[src/display_refresh_regs.vh]
// Purpose: Register map, field positions and reset values
// Assumes: 12-bit words on a 4-bit word index
// Notes:   Definitions only
`ifndef DISPLAY_REFRESH_REGS_VH
`define DISPLAY_REFRESH_REGS_VH

// Register word indices
`define REG_XPIX 4'h0
`define REG_YPIX 4'h1
`define REG_PAN 4'h2
`define REG_SCROLL 4'h3
`define REG_YZOOM 4'h4
`define REG_CONTROL 4'h5
`define REG_COMMAND 4'h6
`define REG_STATUS 4'h7
`define REG_REFRESH_ADDR 4'h8

// Control register fields
`define CTRL_DEPTH_BIT 0
`define CTRL_MODE_LSB 1
`define CTRL_XZOOM_LSB 3

// Command register fields
`define CMD_ERASE0_BIT 0
`define CMD_ERASE1_BIT 1

// Status register fields
`define STAT_ERASE_ACTIVE_BIT 0
`define STAT_ERASE_PEND_LSB 1
`define STAT_CLIP_BIT 3

// Resolution modes
`define MODE_640X256 2'h0
`define MODE_1280X256 2'h1
`define MODE_640X512 2'h2

// X zoom codes
`define XZOOM_1 2'h0
`define XZOOM_2 2'h1
`define XZOOM_4 2'h2

// Physical memory limits
`define LIMIT_X_NARROW 12'h280
`define LIMIT_X_WIDE 12'h500
`define LIMIT_Y_SHORT 12'h100
`define LIMIT_Y_TALL 12'h200

// Pixels per memory block
`define PIXELS_PER_BLOCK 12'h00a

// Reset values
`define RESET_REG12 12'h000
`define RESET_REG10 10'h000

`endif

[src/pixel_counter.v]
// Purpose: Loadable up/down pixel coordinate counter
// Assumes: Active-low steps, synchronous to sys_clk
// Notes:   A load wins over a step in the same cycle
`timescale 1ns/1ps

module pixel_counter #(
    parameter WIDTH = 12
) (
    input wire sys_clk,
    input wire rst_b,
    input wire load,
    input wire [WIDTH-1:0] loadValue,
    input wire stepUpN,
    input wire stepDownN,
    output reg [WIDTH-1:0] count_q
);

    // Load beats steps; two steps at once cancel
    always @(posedge sys_clk) begin
        if (!rst_b) begin
            count_q <= {WIDTH{1'b0}};
        end else if (load) begin
            count_q <= loadValue;
        end else if (!stepUpN && stepDownN) begin
            count_q <= count_q + {{(WIDTH-1){1'b0}}, 1'b1};
        end else if (stepUpN && !stepDownN) begin
            count_q <= count_q - {{(WIDTH-1){1'b0}}, 1'b1};
        end
    end

endmodule // pixel_counter

[src/display_refresh_addr_gen.v]
// Purpose: Refresh counters, address mux, plane strobes, erase and pixel registers
// Assumes: Timing inputs synchronous to sys_clk
//          and sampled as levels
// Notes:   Registered outputs lag their inputs by one clock
`timescale 1ns/1ps
`include "display_refresh_regs.vh"

////////////////////////////////////////////////////////////////////////////////////////////
// Contract
// - Owner high selects refresh, low CPU
// - Row half while RAS high, column low
// - CPU column: X4-X8, Y0, Y1
// - CPU row: Y2-Y5, X9, Y6, Y7
// - Refresh column: RX4-RX8, RY0, RY1
// - Refresh row: RY2-RY5, RX9, RY6, RY7
// - Low refresh bits form RAM row
// - Refresh X7, X8 XORed with zoom selects
// - Zoom4 both toggle; zoom2 sel0 toggles, sel1 held high
// - X counter loads pan, counts shift clock
// - Pan steps move image ten pixels
// - Y counter loads scroll at vertical start
// - Y advances every N line pulses
// - Strobe mux gated by CAS, owner, depth
// - Strobe sources per owner and depth
// - Command write latches two erase requests
// - Next scan: inverted masks, writes forced
// - Scan end clears erase logic
// - Pixel registers are 12-bit up/down counters
// - Pixel address translated per resolution mode
// - Out-of-bounds blocks memory access
// - Shift clock advances the refresh X counter
module display_refresh_addr_gen #(
    parameter DATA_WIDTH = 12,
    parameter REFRESH_WIDTH = 10
) (
    input wire sys_clk,
    input wire rst_b,
    input wire [3:0] regAddr,
    input wire [DATA_WIDTH-1:0] regWriteData,
    input wire regWrite,
    input wire regRead,
    output reg [DATA_WIDTH-1:0] regReadData,
    input wire cycleOwnerN,
    input wire rasN,
    input wire casN,
    input wire refreshShiftClkN,
    input wire panLoadN,
    input wire hlinePulse,
    input wire vblank,
    input wire xStepUpN,
    input wire xStepDownN,
    input wire yStepUpN,
    input wire yStepDownN,
    output reg [6:0] memAddrLines,
    output reg plane0ColStrobeN,
    output reg plane1ColStrobeN,
    output reg eraseWriteForce,
    output reg clipN
);

    ////////////////////////////////////////////////////////////////////////////////////////
    // Translation helpers

    // X lookup: {page, block, pixel in block}
    function [10:0] xlate_x;
        input [11:0] x;
        input [1:0] mode;
        reg [11:0] xx;
        reg [11:0] blk;
        reg [11:0] rem;
        begin
            xx = (mode == `MODE_1280X256) ? {1'b0, x[11:1]} : x;
            blk = xx / `PIXELS_PER_BLOCK;
            rem = xx - blk * `PIXELS_PER_BLOCK;
            xlate_x = {(mode == `MODE_1280X256) & x[0], blk[5:0], rem[3:0]};
        end
    endfunction

    // Y mux: interlaced mode uses the low bit as page
    function [8:0] xlate_y;
        input [11:0] y;
        input [1:0] mode;
        begin
            if (mode == `MODE_640X512) begin
                xlate_y = {y[0], y[8:1]};
            end else begin
                xlate_y = {1'b0, y[7:0]};
            end
        end
    endfunction

    ////////////////////////////////////////////////////////////////////////////////////////
    // Software-written registers

    reg [REFRESH_WIDTH-1:0] pan_q; // Coarse pan start value
    reg [REFRESH_WIDTH-1:0] scroll_q; // Vertical scroll start value
    reg [2:0] yZoom_q; // Y zoom factor minus one
    reg planeDepthSel_q; // 0 one plane, 1 two planes
    reg [1:0] resMode_q; // Resolution arrangement
    reg [1:0] xZoom_q; // X zoom code
    wire xLoad; // CPU load of X pixel register
    wire yLoad; // CPU load of Y pixel register

    assign xLoad = regWrite && (regAddr == `REG_XPIX);
    assign yLoad = regWrite && (regAddr == `REG_YPIX);

    // Register writes; unmapped writes are dropped
    always @(posedge sys_clk) begin
        if (!rst_b) begin
            pan_q <= `RESET_REG10;
            scroll_q <= `RESET_REG10;
            yZoom_q <= 3'h0;
            planeDepthSel_q <= 1'b0;
            resMode_q <= `MODE_640X256;
            xZoom_q <= `XZOOM_1;
        end else if (regWrite) begin
            case (regAddr)
                `REG_PAN: begin
                    pan_q <= regWriteData[REFRESH_WIDTH-1:0];
                end
                `REG_SCROLL: begin
                    scroll_q <= regWriteData[REFRESH_WIDTH-1:0];
                end
                `REG_YZOOM: begin
                    yZoom_q <= regWriteData[2:0];
                end
                `REG_CONTROL: begin
                    planeDepthSel_q <= regWriteData[`CTRL_DEPTH_BIT];
                    resMode_q <= regWriteData[`CTRL_MODE_LSB+1:`CTRL_MODE_LSB];
                    xZoom_q <= regWriteData[`CTRL_XZOOM_LSB+1:`CTRL_XZOOM_LSB];
                end
                default: begin
                    // No plain storage
                end
            endcase
        end
    end

    ////////////////////////////////////////////////////////////////////////////////////////
    // Pixel registers

    wire [11:0] xPix; // X pixel register value
    wire [11:0] yPix; // Y pixel register value

    // Vector unit steps, CPU loads
    pixel_counter #(.WIDTH(12)) xCounter (
        .sys_clk(sys_clk),
        .rst_b(rst_b),
        .load(xLoad),
        .loadValue(regWriteData[11:0]),
        .stepUpN(xStepUpN),
        .stepDownN(xStepDownN),
        .count_q(xPix)
    );

    pixel_counter #(.WIDTH(12)) yCounter (
        .sys_clk(sys_clk),
        .rst_b(rst_b),
        .load(yLoad),
        .loadValue(regWriteData[11:0]),
        .stepUpN(yStepUpN),
        .stepDownN(yStepDownN),
        .count_q(yPix)
    );

    wire [10:0] xTrans; // {page, xpix_bit[9:0]}
    wire [8:0] yTrans; // {page, ypix_bit[7:0]}
    wire [9:0] xpixBit; // Translated X address
    wire [7:0] ypixBit; // Translated Y address
    wire pixelPage; // Plane holding the addressed pixel
    wire [11:0] xLimit; // Physical width for the mode
    wire [11:0] yLimit; // Physical height for the mode
    wire outOfBounds; // Inside working area, outside memory

    assign xTrans = xlate_x(xPix, resMode_q);
    assign yTrans = xlate_y(yPix, resMode_q);
    assign xpixBit = xTrans[9:0];
    assign ypixBit = yTrans[7:0];
    assign pixelPage = xTrans[10] | yTrans[8];
    assign xLimit = (resMode_q == `MODE_1280X256) ? `LIMIT_X_WIDE : `LIMIT_X_NARROW;
    assign yLimit = (resMode_q == `MODE_640X512) ? `LIMIT_Y_TALL : `LIMIT_Y_SHORT;
    // 12-bit values stay in the working area; only memory bounds matter
    assign outOfBounds = (xPix >= xLimit) || (yPix >= yLimit);

    ////////////////////////////////////////////////////////////////////////////////////////
    // Refresh timing edges and zoom selects

    reg vblank_q; // Previous vertical blanking level
    wire scanStart; // Blanking ends: vertical scan begins
    wire scanEnd; // Blanking begins: vertical scan over

    always @(posedge sys_clk) begin
        if (!rst_b) begin
            vblank_q <= 1'b0;
        end else begin
            vblank_q <= vblank;
        end
    end

    assign scanStart = vblank_q && !vblank;
    assign scanEnd = !vblank_q && vblank;

    reg [1:0] lineToggle_q; // Per-line phase for the refresh-only rows
    reg zoomRefreshSel0; // Flips raw X bit 7
    reg zoomRefreshSel1; // Flips raw X bit 8

    // Line phase; its bits walk the hidden rows line by line
    always @(posedge sys_clk) begin
        if (!rst_b) begin
            lineToggle_q <= 2'h0;
        end else if (hlinePulse) begin
            lineToggle_q <= lineToggle_q + 2'h1;
        end
    end

    // Zoom selects per X zoom factor
    always @* begin
        zoomRefreshSel0 = 1'b0;
        zoomRefreshSel1 = 1'b0;
        case (xZoom_q)
            `XZOOM_2: begin
                zoomRefreshSel0 = lineToggle_q[0];
                zoomRefreshSel1 = 1'b1;
            end
            `XZOOM_4: begin
                zoomRefreshSel0 = lineToggle_q[0];
                zoomRefreshSel1 = lineToggle_q[1];
            end
            default: begin
                // Zoom by one sweeps every row on its own
            end
        endcase
    end

    ////////////////////////////////////////////////////////////////////////////////////////
    // Refresh counters

    reg [REFRESH_WIDTH-1:0] rawRefreshX_q; // X refresh counter
    reg [REFRESH_WIDTH-1:0] refreshY_q; // Y refresh counter
    reg [2:0] lineDiv_q; // Line pulses since last Y step

    // X counter: pan load wins over a shift clock in the same cycle
    always @(posedge sys_clk) begin
        if (!rst_b) begin
            rawRefreshX_q <= `RESET_REG10;
        end else if (!panLoadN) begin
            rawRefreshX_q <= pan_q;
        end else if (!refreshShiftClkN) begin
            rawRefreshX_q <= rawRefreshX_q + 10'h001;
        end
    end

    // Y counter: scroll loaded through blanking, then one step every N lines
    always @(posedge sys_clk) begin
        if (!rst_b) begin
            refreshY_q <= `RESET_REG10;
            lineDiv_q <= 3'h0;
        end else if (vblank) begin
            refreshY_q <= scroll_q;
            lineDiv_q <= 3'h0;
        end else if (hlinePulse) begin
            if (lineDiv_q >= yZoom_q) begin
                refreshY_q <= refreshY_q + 10'h001;
                lineDiv_q <= 3'h0;
            end else begin
                lineDiv_q <= lineDiv_q + 3'h1;
            end
        end
    end

    wire [REFRESH_WIDTH-1:0] refreshXBit; // X refresh address after zoom fix
    wire rawRefreshXBit7; // Counter bit 7 before the XOR
    wire rawRefreshXBit8; // Counter bit 8 before the XOR

    assign rawRefreshXBit7 = rawRefreshX_q[7];
    assign rawRefreshXBit8 = rawRefreshX_q[8];
    assign refreshXBit = {rawRefreshX_q[9],
                          rawRefreshXBit8 ^ zoomRefreshSel1,
                          rawRefreshXBit7 ^ zoomRefreshSel0,
                          rawRefreshX_q[6:0]};

    ////////////////////////////////////////////////////////////////////////////////////////
    // Memory address multiplexer

    reg [6:0] memAddr_d; // Next address on the memory lines

    // Owner picks the source, RAS picks the half
    always @* begin
        case ({cycleOwnerN, rasN})
            2'b00: begin
                memAddr_d = {ypixBit[1:0], xpixBit[8:4]};
            end
            2'b01: begin
                memAddr_d = {ypixBit[7:6], xpixBit[9], ypixBit[5:2]};
            end
            2'b10: begin
                // Low bits sweep every RAM row in time
                memAddr_d = {refreshY_q[1:0], refreshXBit[8:4]};
            end
            2'b11: begin
                memAddr_d = {refreshY_q[7:6], refreshXBit[9], refreshY_q[5:2]};
            end
            default: begin
                memAddr_d = 7'h00;
            end
        endcase
    end

    ////////////////////////////////////////////////////////////////////////////////////////
    // Erase logic

    reg [1:0] eraseReq_q; // Requested planes
    reg eraseActive_q; // Erase running for this scan
    reg eraseMask0_q; // Refresh strobe source, plane 0
    reg eraseMask1_q; // Refresh strobe source, plane 1
    wire cmdWrite; // Command register write

    assign cmdWrite = regWrite && (regAddr == `REG_COMMAND);

    // Request, arm at scan start, clear at scan end; a new command beats the clear.
    // Data contents during the erase are firmware's job: it loads zero first.
    always @(posedge sys_clk) begin
        if (!rst_b) begin
            eraseReq_q <= 2'h0;
            eraseActive_q <= 1'b0;
            eraseMask0_q <= 1'b0;
            eraseMask1_q <= 1'b0;
        end else begin
            if (cmdWrite) begin
                eraseReq_q <= {regWriteData[`CMD_ERASE1_BIT],
                               regWriteData[`CMD_ERASE0_BIT]};
            end else if (scanEnd && eraseActive_q) begin
                eraseReq_q <= 2'h0;
            end
            if (scanStart && (eraseReq_q != 2'h0)) begin
                eraseActive_q <= 1'b1;
                eraseMask0_q <= ~eraseReq_q[0];
                eraseMask1_q <= ~eraseReq_q[1];
            end else if (scanEnd) begin
                eraseActive_q <= 1'b0;
                eraseMask0_q <= 1'b0;
                eraseMask1_q <= 1'b0;
            end
        end
    end

    ////////////////////////////////////////////////////////////////////////////////////////
    // Plane strobe multiplexer

    reg plane0Strobe_d; // Next plane 0 strobe, active low
    reg plane1Strobe_d; // Next plane 1 strobe, active low

    // Strobes idle high while CAS is high or a CPU access is clipped
    always @* begin
        plane0Strobe_d = 1'b1;
        plane1Strobe_d = 1'b1;
        if (!casN) begin
            case ({cycleOwnerN, planeDepthSel_q})
                2'b00: begin
                    plane0Strobe_d = pixelPage;
                    plane1Strobe_d = ~pixelPage;
                end
                2'b01: begin
                    plane0Strobe_d = 1'b0;
                    plane1Strobe_d = 1'b0;
                end
                2'b10: begin
                    plane0Strobe_d = eraseMask0_q;
                    plane1Strobe_d = eraseMask0_q;
                end
                2'b11: begin
                    plane0Strobe_d = eraseMask0_q;
                    plane1Strobe_d = eraseMask1_q;
                end
                default: begin
                    plane0Strobe_d = 1'b1;
                    plane1Strobe_d = 1'b1;
                end
            endcase
            if (!cycleOwnerN && outOfBounds) begin
                plane0Strobe_d = 1'b1;
                plane1Strobe_d = 1'b1;
            end
        end
    end

    ////////////////////////////////////////////////////////////////////////////////////////
    // Registered outputs

    always @(posedge sys_clk) begin
        if (!rst_b) begin
            memAddrLines <= 7'h00;
            plane0ColStrobeN <= 1'b1;
            plane1ColStrobeN <= 1'b1;
            eraseWriteForce <= 1'b0;
            clipN <= 1'b1;
        end else begin
            memAddrLines <= memAddr_d;
            plane0ColStrobeN <= plane0Strobe_d;
            plane1ColStrobeN <= plane1Strobe_d;
            eraseWriteForce <= eraseActive_q;
            clipN <= ~outOfBounds;
        end
    end

    ////////////////////////////////////////////////////////////////////////////////////////
    // Register read port

    // Data stand one cycle after the strobe; zero otherwise or unmapped
    always @(posedge sys_clk) begin
        if (!rst_b) begin
            regReadData <= `RESET_REG12;
        end else if (regRead) begin
            case (regAddr)
                `REG_XPIX: regReadData <= xPix;
                `REG_YPIX: regReadData <= yPix;
                `REG_PAN: regReadData <= {2'h0, pan_q};
                `REG_SCROLL: regReadData <= {2'h0, scroll_q};
                `REG_YZOOM: regReadData <= {9'h000, yZoom_q};
                `REG_CONTROL: regReadData <= {7'h00, xZoom_q, resMode_q, planeDepthSel_q};
                `REG_COMMAND: regReadData <= {10'h000, eraseReq_q};
                `REG_STATUS: regReadData <= {8'h00, outOfBounds, eraseReq_q, eraseActive_q};
                `REG_REFRESH_ADDR: regReadData <= {2'h0, refreshXBit};
                default: regReadData <= `RESET_REG12;
            endcase
        end else begin
            regReadData <= `RESET_REG12;
        end
    end

endmodule // display_refresh_addr_gen

[config.mk]
export PLATFORM = sky130hd
export DESIGN_NAME = display_refresh_addr_gen
export DESIGN_NICKNAME = d
export VERILOG_FILES = /design/src/pixel_counter.v /design/src/display_refresh_addr_gen.v
export VERILOG_INCLUDE_DIRS = /design/src /design/src/src
export SDC_FILE = /design/constraint.sdc
export NUM_CORES = 1
export LEC_CHECK = 0
export BUFFER_PORTS_ARGS = -buffer_cell sky130_fd_sc_hd__buf_2
export CAP_MARGIN = 25
export CORE_MARGIN = 2
export CORE_UTILIZATION = 50
export DETAILED_ROUTE_END_ITERATION = 16
export GPL_TIMING_DRIVEN = 0
export PLACE_DENSITY = 0.68
export SYNTH_ARGS = -nofsm -noshare
export SYNTH_HDL_FRONTEND = slang
export SYNTH_SLANG_ARGS = --single-unit
[constraint.sdc]
create_clock -name sys_clk -period 3.6 [get_ports sys_clk]
set_input_delay 0.9 -clock sys_clk [delete_from_list [all_inputs] [get_ports sys_clk]]
set_output_delay 0.9 -clock sys_clk [all_outputs]
set_load 0.01 [all_outputs]
==> flow_summary.json, run 1 <==
{
  "status": "finished, final reports clean",
  "required_ns": 3.85,
  "clock_path_buffers": 2,
  "grt_setup_unrepaired": "no",
  "worstReg2RegEnd": "memAddrLines[2]",
  "final_cell_area_sq_um": 8160,
  "cts_made_buffers": 9,
  "setup_ws_ns": 0.199,
  "critical_path_class": "reg2reg",
  "drv_cap": 0,
  "yosysTopAreaCell": "dfxtp_1",
  "synthFlopType": "dfxtp_1",
  "grt_overflow_total": 0,
  "grt_pass1_vias": 6443,
  "postSynthAreaPerCell_sq_um": 8.14,
  "dr.pass1.iters": 6,
  "slew_headroom_pct": 52.2,
  "syn_to_final_growth_pct": 11.2,
  "slew_violations": 0,
  "drtAntennaViolNets": 0,
  "drive_above_1_share_pct": 11.8,
  "worst-r2r-setup-slack_ns": 0.20,
  "synthCells": 901,
  "avgViaCountPerCell": 6.07,
  "route.detailed.drc": 0,
  "setup_viol": 0,
  "hold_path.class": "reg2reg",
  "io_buffers": 48,
  "ys_warn_count": 0,
  "core_area_sq_um": 14400,
  "synthArstFlopShare_pct": 0,
  "fill_cells": 1388,
  "critPathMaxFanout": 10,
  "yosys-top-cells-area": "dfxtp_1, ha_1, nand2_1, mux2i_1, a21oi_1",
  "start_util_pct": 50.8,
  "p_leak_nw": 3.37,
  "synth_top_area_share_pct": 28.4,
  "chipHeight_um": 125,
  "critPathLaunch": "xCounter.count_q[8]",
  "grt_max_degree": 22,
  "gp_congestion": 0.948,
  "ir_drop_mv": 0.333,
  "clk_latency_ns": 0.36,
  "finalHoldViolCount": 0,
  "yosysSeqAreaShare_pct": 28.4,
  "cts_htree_levels": 3,
  "via_count": 6995,
  "ys_seq_elements": 104,
  "max_freq_mhz": 294,
  "synthTopCellsByCount": "nand2_1, dfxtp_1, a21oi_1",
  "endpoint": "memAddrLines[2]",
  "dpl_cell_area_sq_um": 7820,
  "io_pins": 54,
  "startpoint_type": "flop",
  "synth_most_common_cell": "nand2_1",
  "diodes": 0,
  "fp.dieW_um": 125,
  "clk_pin_slew_worst_paths_ns": 0.09,
  "dp_hpwl_um": 16300,
  "drt_iter0_drc": 654,
  "tightestPinTransition_ns": 0.711,
  "dieArea_sq_um": 15600,
  "finalNetCount": 1032,
  "grt_use_total_pct": 27.6,
  "pre_cts_ws_ns": -0.0412,
  "netlist_area_sq_um": 7330,
  "grt_pass1_wl_um": 35000,
  "fin_worst_skew_ns": 0.0132,
  "fin_crit_ns": 3.40,
  "synth_edf_count": 0,
  "fin_crit_sh_pct": 94.5,
  "rows": 44,
  "ctsRootBufferMaster": "clkbuf_16",
  "synth_nets": 970,
  "cp-end-kind": "flop",
  "wirelength_um": 21800,
  "cts.sinks": 104,
  "r2r-start": "xCounter.count_q[8]",
  "cts_tree": "built",
  "cellPowerDensity_nw_per_um2": 619,
  "ys_types": 78,
  "arrival_ns": 3.65,
  "worst_r2r_path_depth": 10,
  "antenna_found_initial": 0,
  "wl_per_cell_um": 18.9
}
-- cell usage in the layout, fill, tap and decap left out, drive strengths merged, types with 4 or more instances in the layout --
master and count:
nand2b 12, a211oi 8, nand3 39, mux2i 37, a31oi 6, nand3b 4, xor2 13, a2111oi 6
a21boi 27, nor4 5, a21o 10, a21oi 62, o21bai 11, and2 21, a211o 5, nor2b 20
o22ai 4, o211ai 23, mux2 8, dfxtp 104, nor2 54, clkbuf 54, inv 33, nand4 7
buf 61, nor3 20, o211a 29, xnor2 33, and3 9, o21ai 40, a22oi 8, ha 36
nand2 108
-- registers in the layout (all words and copies together) (netlist names), 2 cells and up --
| register | count |
|---|---|
| yCounter.count_q | 12 |
| lineDiv_q | 3 |
| resMode_q | 2 |
| lineToggle_q | 2 |
| refreshY_q | 8 |
| memAddrLines | 7 |
| xCounter.count_q | 12 |
| scroll_q | 10 |
| yZoom_q | 3 |
| eraseReq_q | 2 |
| pan_q | 10 |
| rawRefreshX_q | 10 |
| xZoom_q | 2 |
| regReadData | 12 |
-- kinds of logic after synthesis --
kind of cell    Yosys count  share of synthesized area (%)
xor+xnor                 46                           5.49
fa+ha+maj                39                           6.84
mux                      48                           7.37
buf+inv                  83                           4.59
compound gates          262                           25.6
simple gates            319                           21.7
flops                   104                           28.4
-- through the flow --
stage          setup TNS [ns]  hold slack, ns  util (%)  power (mW)  instances
4_1_cts                     0           0.471      56.3        5.00       1152
3_3_place_gp           -0.869           0.457      54.1        3.97       1133
5_1_grt                     0           0.516      56.5        5.43       1152
2_1_floorplan               0           0.443         -        3.39        901
6_report                    0           0.470      56.5        5.05       1152
3_5_place_dp          -0.0762           0.460      54.2        3.99       1136
-- final cells by class --
| type | count | area (sq um) | area share (%) |
|---|---|---|---|
| Tap cell | 184 | 230 | 2.82 |
| Clock inverter | 7 | 81.3 | 0.997 |
| Timing Repair Buffer | 51 | 255 | 3.13 |
| Inverter | 28 | 105 | 1.29 |
| Multi-Input combinational cell | 714 | 4940 | 60.6 |
| Buffer | 55 | 231 | 2.84 |
| Clock buffer | 9 | 225 | 2.76 |
| Sequential cell | 104 | 2080 | 25.5 |
-- how the worst min path moves through the flow --
stage	slack [ns]	end	depth (start not counted)	from
after CTS	0.47	scroll_q[8]	2	scroll_q[8]
after floorplan	0.44	scroll_q[8]	2	scroll_q[8]
after global placement	0.46	scroll_q[8]	2	scroll_q[8]
final	0.47	scroll_q[8]	2	scroll_q[8]
after detailed placement	0.46	scroll_q[8]	2	scroll_q[8]
after global routing	0.52	scroll_q[5]	2	scroll_q[5]
-- timing repair --
action / 4_1_cts / 5_1_grt
setup endpoints to repair: 0 / 4
setup buffers: 0 / 0
gates resized for setup: 0 / 10
hold buffers: 0 / 0
-- power by group --
| group | internal [mW] | switching (mW) | total [mW] |
|---|---|---|---|
| sequential | 1.28 | 0.187 | 1.46 |
| combinational | 1.10 | 1.48 | 2.58 |
| clock | 0.499 | 0.509 | 1.01 |
-- layer usage --
metal	up-vias	part of all wire, %	track usage [%]
li1	3389	-	-
met4	0	2.7	7.78
met2	272	44	42.9
met1	3289	46	39.5
met3	45	8.2	4.54
met5	-	0	0
-- critical path, cell delays in order, from the launching register on --
cell and delay [ns]:
dfxtp_1 0.51, buf_2 0.32, nand2_1 0.15, o32ai_4 0.26, nand2_4 0.14, o311ai_4 0.38
o21ai_2 0.17, maj3_2 0.33, a211o_1 0.36, mux4_2 0.49, and2_1 0.17
Note: power is estimated with default switching activity, not from simulation.
==> inputs of run 2 (changes only) <==
PLACE_DENSITY = 0.79   (was 0.68)
==> run 2 against run 1 <==
Against the previous run:
- flip-flop and latch count is the same
- register-to-register slack lost 0.04 ns
- first-iteration DRC count grew 23%
- worst setup slack lost 0.043 ns
- sequential power is essentially flat
- combinational power is essentially flat
- global-route usage shrank 1.2 points
- clock power is essentially flat
- largest cell class unchanged
- highest routed layer unchanged
==> flow_summary.json, run 2 (synthesized netlist as in run 1, its figures left out) <==
{
  "met2_usage_pct": 41.5,
  "clk_pin_slew_worst_paths_ns": 0.07,
  "largestRegisters": "regReadData x12, xCounter.count_q x12, yCounter.count_q x12",
  "drive_above_1_share_pct": 12.2,
  "critical_path_class": "reg2reg",
  "slew_headroom_pct": 48.0,
  "cts_htree_levels": 3,
  "clk_latency_ns": 0.35,
  "p_leak_nw": 3.38,
  "syn_to_final_growth_pct": 11.7,
  "drtAntennaViolNets": 0,
  "comb_power_share_pct": 51.3,
  "startpoint_type": "flop",
  "drt_iter0_drc": 804,
  "cts_made_buffers": 9,
  "max_freq_mhz": 290,
  "cp-end-kind": "flop",
  "gr-usage-met3_pct": 5.22,
  "status": "finished, final reports clean",
  "cts_tree": "built",
  "dpl_cell_area_sq_um": 7830,
  "netSwitchingFraction_pct": 42.2,
  "arrival_ns": 3.69,
  "grt_max_degree": 18,
  "route.detailed.drc": 0,
  "dp_hpwl_um": 15800,
  "min_to": "scroll_q[9]",
  "busiest_layer": "met2",
  "worst_r2r_path_depth": 11,
  "clockPowerShare_pct": 19.7,
  "grt_use_total_pct": 26.4,
  "via_count": 7187,
  "ir_drop_mv": 0.428,
  "core_area_sq_um": 14400,
  "use_met1_pct": 36.1,
  "final_common_cell": "nand2_1",
  "dieArea_sq_um": 15600,
  "r2r-start": "xCounter.count_q[8]",
  "finalPower_mw": 5.08,
  "gp_congestion": 0.984,
  "p_int_mw": 2.94,
  "wl_per_cell_um": 18.4,
  "final_cell_mix": "nand2_1, dfxtp_1, a21oi_1",
  "hold_slack_ns": 0.475,
  "cellPowerDensity_nw_per_um2": 620,
  "ctsRootBufferMaster": "clkbuf_16",
  "cts.sinks": 104,
  "final_util_pct": 56.8,
  "clock_path_buffers": 2,
  "finalNetCount": 1036,
  "numPlacedInstances": 1136,
  "fin_cells": 1156,
  "final_cell_area_sq_um": 8190,
  "required_ns": 3.85,
  "rows": 44,
  "finalHoldViolCount": 0,
  "holdCritStartpoint": "scroll_q[9]",
  "start_util_pct": 50.8,
  "grt_pass1_vias": 6432,
  "fin_crit_sh_pct": 95.7,
  "multi_input_area_sq_um": 4940,
  "fp.dieW_um": 125,
  "critPathMaxFanout": 10,
  "power_switching_mw": 2.14,
  "avgViaCountPerCell": 6.22,
  "fin_crit_ns": 3.44,
  "grt_pass1_wl_um": 33400,
  "slew_violations": 0,
  "dr.pass1.iters": 6,
  "min_delay_path_depth": 2,
  "fill_cells": 1322,
  "io_buffers": 48,
  "worstReg2RegEnd": "memAddrLines[2]",
  "regArea_sq_um": 2080,
  "tightestPinTransition_ns": 0.774,
  "drv_cap": 0,
  "seqPwrFrac_pct": 29.0,
  "chipHeight_um": 125,
  "grt_overflow_total": 0,
  "antenna_found_initial": 0,
  "io_pins": 54,
  "diodes": 0,
  "worst-r2r-setup-slack_ns": 0.16,
  "grt_setup_unrepaired": "no",
  "wirelength_um": 21300,
  "setup_viol": 0,
  "cts_hold_buf": 0,
  "fin_worst_skew_ns": 0.00576,
  "hold_path.class": "reg2reg"
}
-- run 2: changes by cell type in the layout (fill, tap and decap cells not counted), sizes merged --
| cell | before | now |
|---|---|---|
| inv | 33 | 28 |
| buf | 61 | 64 |
| clkinvlp | 0 | 3 |
| bufinv | 0 | 1 |
| clkbuf | 54 | 55 |
| clkdlybuf4s18 | 0 | 1 |
-- run 2: metrics by stage --
stage | TNS (ns) | setup slack (ns)
6_report | 0 | 0.156
5_1_grt | 0 | 0.00263
4_1_cts | 0 | 0.0603
3_5_place_dp | -0.113 | -0.0458
3_3_place_gp | -0.731 | -0.348
2_1_floorplan | 0 | 0.374
-- run 2: worst max path at each step --
| stage | start | end | cells past startpoint |
|---|---|---|---|
| after global placement | xCounter.count_q[7] | regReadData[3] | 14 |
| after global routing | resMode_q[1] | memAddrLines[2] | 12 |
| after CTS | xCounter.count_q[9] | memAddrLines[3] | 12 |
| after floorplan | yStepUpN | yCounter.count_q[10] | 15 |
| after detailed placement | yStepUpN | yCounter.count_q[10] | 16 |
| final | xCounter.count_q[8] | memAddrLines[2] | 11 |
-- run 2: power by group through the flow --
stage | clock, mW | sequential (mW) | combinational, mW
after global placement | 0 | 1.48 | 2.44
after CTS | 1.00 | 1.46 | 2.53
after global routing | 1.05 | 1.48 | 2.85
after detailed placement | 0 | 1.49 | 2.51
final | 1.00 | 1.47 | 2.60
after floorplan | 0 | 1.42 | 1.97
-- run 2: timing repair --
item | CTS | global route
resized for setup | 1 | 11
setup endpoints to repair | 1 | 6
setup buffers | 0 | 4
-- run 2: layout make-up --
class,count,area share (%)
buffer,55,2.84
inverter,28,1.33
timing repair buffer,55,3.58
sequential,104,25.4
clock inverter,6,0.825
tap,184,2.81
multi-input combinational,714,60.4
clock buffer,10,2.80
-- run 2: critical path: stages (launching register included) --
cell	delay [ns]
dfxtp_1	0.51
buf_2	0.31
nand2b_1	0.16
nor2_1	0.05
a31oi_1	0.33
nor2_1	0.14
nor3_2	0.31
o21ai_2	0.15
maj3_2	0.32
a211o_1	0.38
mux4_2	0.50
and2_1	0.17
-- run 2: routing by layer --
| metal | routed length, um | vias to the layer above | part of all wire (%) |
|---|---|---|---|
| met3 | 2160 | 51 | 10 |
| met2 | 9500 | 367 | 45 |
| li1 | - | 3411 | - |
| met5 | 0 | - | 0 |
| met1 | 8930 | 3358 | 42 |
| met4 | 661 | 0 | 3.1 |
==> inputs of run 3 (changes only) <==
CAP_MARGIN = default   (was 25)
REMOVE_ABC_BUFFERS = 1   (was default)
==> run 3 against run 2 <==
Against the previous run:
- clock skew barely moved
- non-clock buffer count fell by 46
- final area fell by 1.2%
- combinational power barely moved
- clock-buffer cell count fell by 1
- sequential share of layout area rose by 0.30 points
- critical path depth fell by 3
- hold slack got worse by 0.0055 ns
- fmax fell by 1.0%
- largest power group unchanged
==> flow_summary.json, run 3 (synthesized netlist as in run 1, its figures left out) <==
{
  "status": "finished, final reports clean",
  "clock_path_buffers": 2,
  "via_count": 6853,
  "wl_per_cell_um": 17.7,
  "avgViaCountPerCell": 6.17,
  "met2_usage_pct": 37.0,
  "fp.dieW_um": 125,
  "drt_iter0_drc": 702,
  "cts.sinks": 104,
  "holdCritStartpoint": "scroll_q[8]",
  "cts_hold_buf": 0,
  "grt_pass1_vias": 5955,
  "grt_overflow_total": 0,
  "dieArea_sq_um": 15600,
  "ir_drop_mv": 0.297,
  "final_common_cell": "nand2_1",
  "critPathMaxFanout": 11,
  "route.detailed.drc": 0,
  "startpoint_type": "flop",
  "tightestPinTransition_ns": 1.03,
  "p_leak_nw": 3.35,
  "io_buffers": 53,
  "finalHoldViolCount": 0,
  "critical-path-max-stage-delay_ns": 0.84,
  "start_util_pct": 50.8,
  "drv_cap": 0,
  "clk_pin_slew_worst_paths_ns": 0.08,
  "cellPowerDensity_nw_per_um2": 642,
  "path_buf_inv": 2,
  "rows": 44,
  "diodes": 0,
  "use_met1_pct": 35.2,
  "fin_cells": 1110,
  "final_cell_mix": "nand2_1, dfxtp_1, a21oi_1",
  "busiest_layer": "met2",
  "finalNetCount": 990,
  "setup_viol": 0,
  "cp_top_family": "simple AND/OR/NAND/NOR gates",
  "slew_headroom_pct": 30.9,
  "fin_crit_ns": 3.48,
  "wirelength_um": 19600,
  "drive_above_1_share_pct": 13.4,
  "drtAntennaViolNets": 0,
  "antenna_found_initial": 0,
  "critPathLaunch": "resMode_q[1]",
  "slowest_stage": "nor2b_1",
  "max_freq_mhz": 287,
  "slew_violations": 0,
  "cts_htree_levels": 3,
  "dpl_cell_area_sq_um": 7630,
  "ctsRootBufferMaster": "clkbuf_16",
  "gr-usage-met3_pct": 3.72,
  "r2r-start": "resMode_q[1]",
  "core_area_sq_um": 14400,
  "largestRegisters": "regReadData x12, xCounter.count_q x12, yCounter.count_q x12",
  "gp_congestion": 0.912,
  "numPlacedInstances": 1086,
  "cts_made_buffers": 9,
  "chipHeight_um": 125,
  "required_ns": 3.86,
  "syn_to_final_growth_pct": 10.4,
  "grt_max_degree": 91,
  "critical_path_class": "reg2reg",
  "final_cell_area_sq_um": 8090,
  "cts_tree": "built",
  "clk_latency_ns": 0.36,
  "dr.pass1.iters": 5,
  "arrival_ns": 3.74,
  "io_pins": 54,
  "grt_setup_unrepaired": "no",
  "grt_pass1_wl_um": 31400,
  "dp_hpwl_um": 13800,
  "cp_cell_sequence": "nor2b_1, inv_1, ha_1, or4_1, a2111oi_1, buf_1, o21ai_0, a211o_1",
  "cp-end-kind": "flop",
  "fin_worst_skew_ns": 0.00540,
  "hold_path.class": "reg2reg",
  "grt_use_total_pct": 24.5,
  "fin_crit_sh_pct": 96.6
}
==> run 3: layer usage <==
layer	vias to the layer above	share of wire, %
li1	3308	-
met1	3279	47
met2	227	45
met3	39	4.8
met4	0	3.3
met5	-	0
==> run 3: what timing repair did <==
action | in CTS | in global routing
pin swaps | 2 | 2
buffers inserted | 2 | 6
endpoints found under the setup margin | 4 | 5
gates resized for setup | 2 | 16
==> run 3: area by class of cell <==
class	instances	area [sq um]
multi-input combinational	714	4970
clock buffer	9	225
clock inverter	7	110
timing repair buffer	64	354
fill	1330	6330
sequential	104	2080
tap	184	230
inverter	28	121
==> run 3: report_power, final <==
group          switching, mW  internal (mW)
clock                  0.498          0.627
combinational           1.43           1.14
sequential             0.229           1.28
==> run 3: path summary, 6_finish.rpt <==
kind | to | slack (ns) | cells after the start
hold / removal | scroll_q[8] | 0.47 | 2
hold reg to reg | scroll_q[8] | 0.47 | 2
setup reg to reg | plane1ColStrobeN | 0.12 | 8
setup / recovery | plane1ColStrobeN | 0.12 | 8
==> run 3: worst reg2reg max path: cells and delay by family, from the launching register on <==
kind                       cells  cell delay (ns)
adders and majority gates      1             0.23
buffers and inverters          2             0.41
DFF                            1             0.38
and+or+nand+nor                2             1.24
AOI/OAI and AO/OA              3             1.13
==> run 3: metrics by stage <==
step                setup TNS, ns  worst slack [ns]  hold WS [ns]  utilization (%)  power, mW
finish                          0             0.121         0.470             56.1       5.20
global route                    0           0.00510         0.512             56.1       5.51
CTS                             0           0.00652         0.476             55.4       5.06
detailed placement          -2.22            -0.417         0.466             52.9       3.89
global placement           -10.02            -0.511         0.454             52.7       3.83
floorplan                       0             0.175         0.443                -       3.31
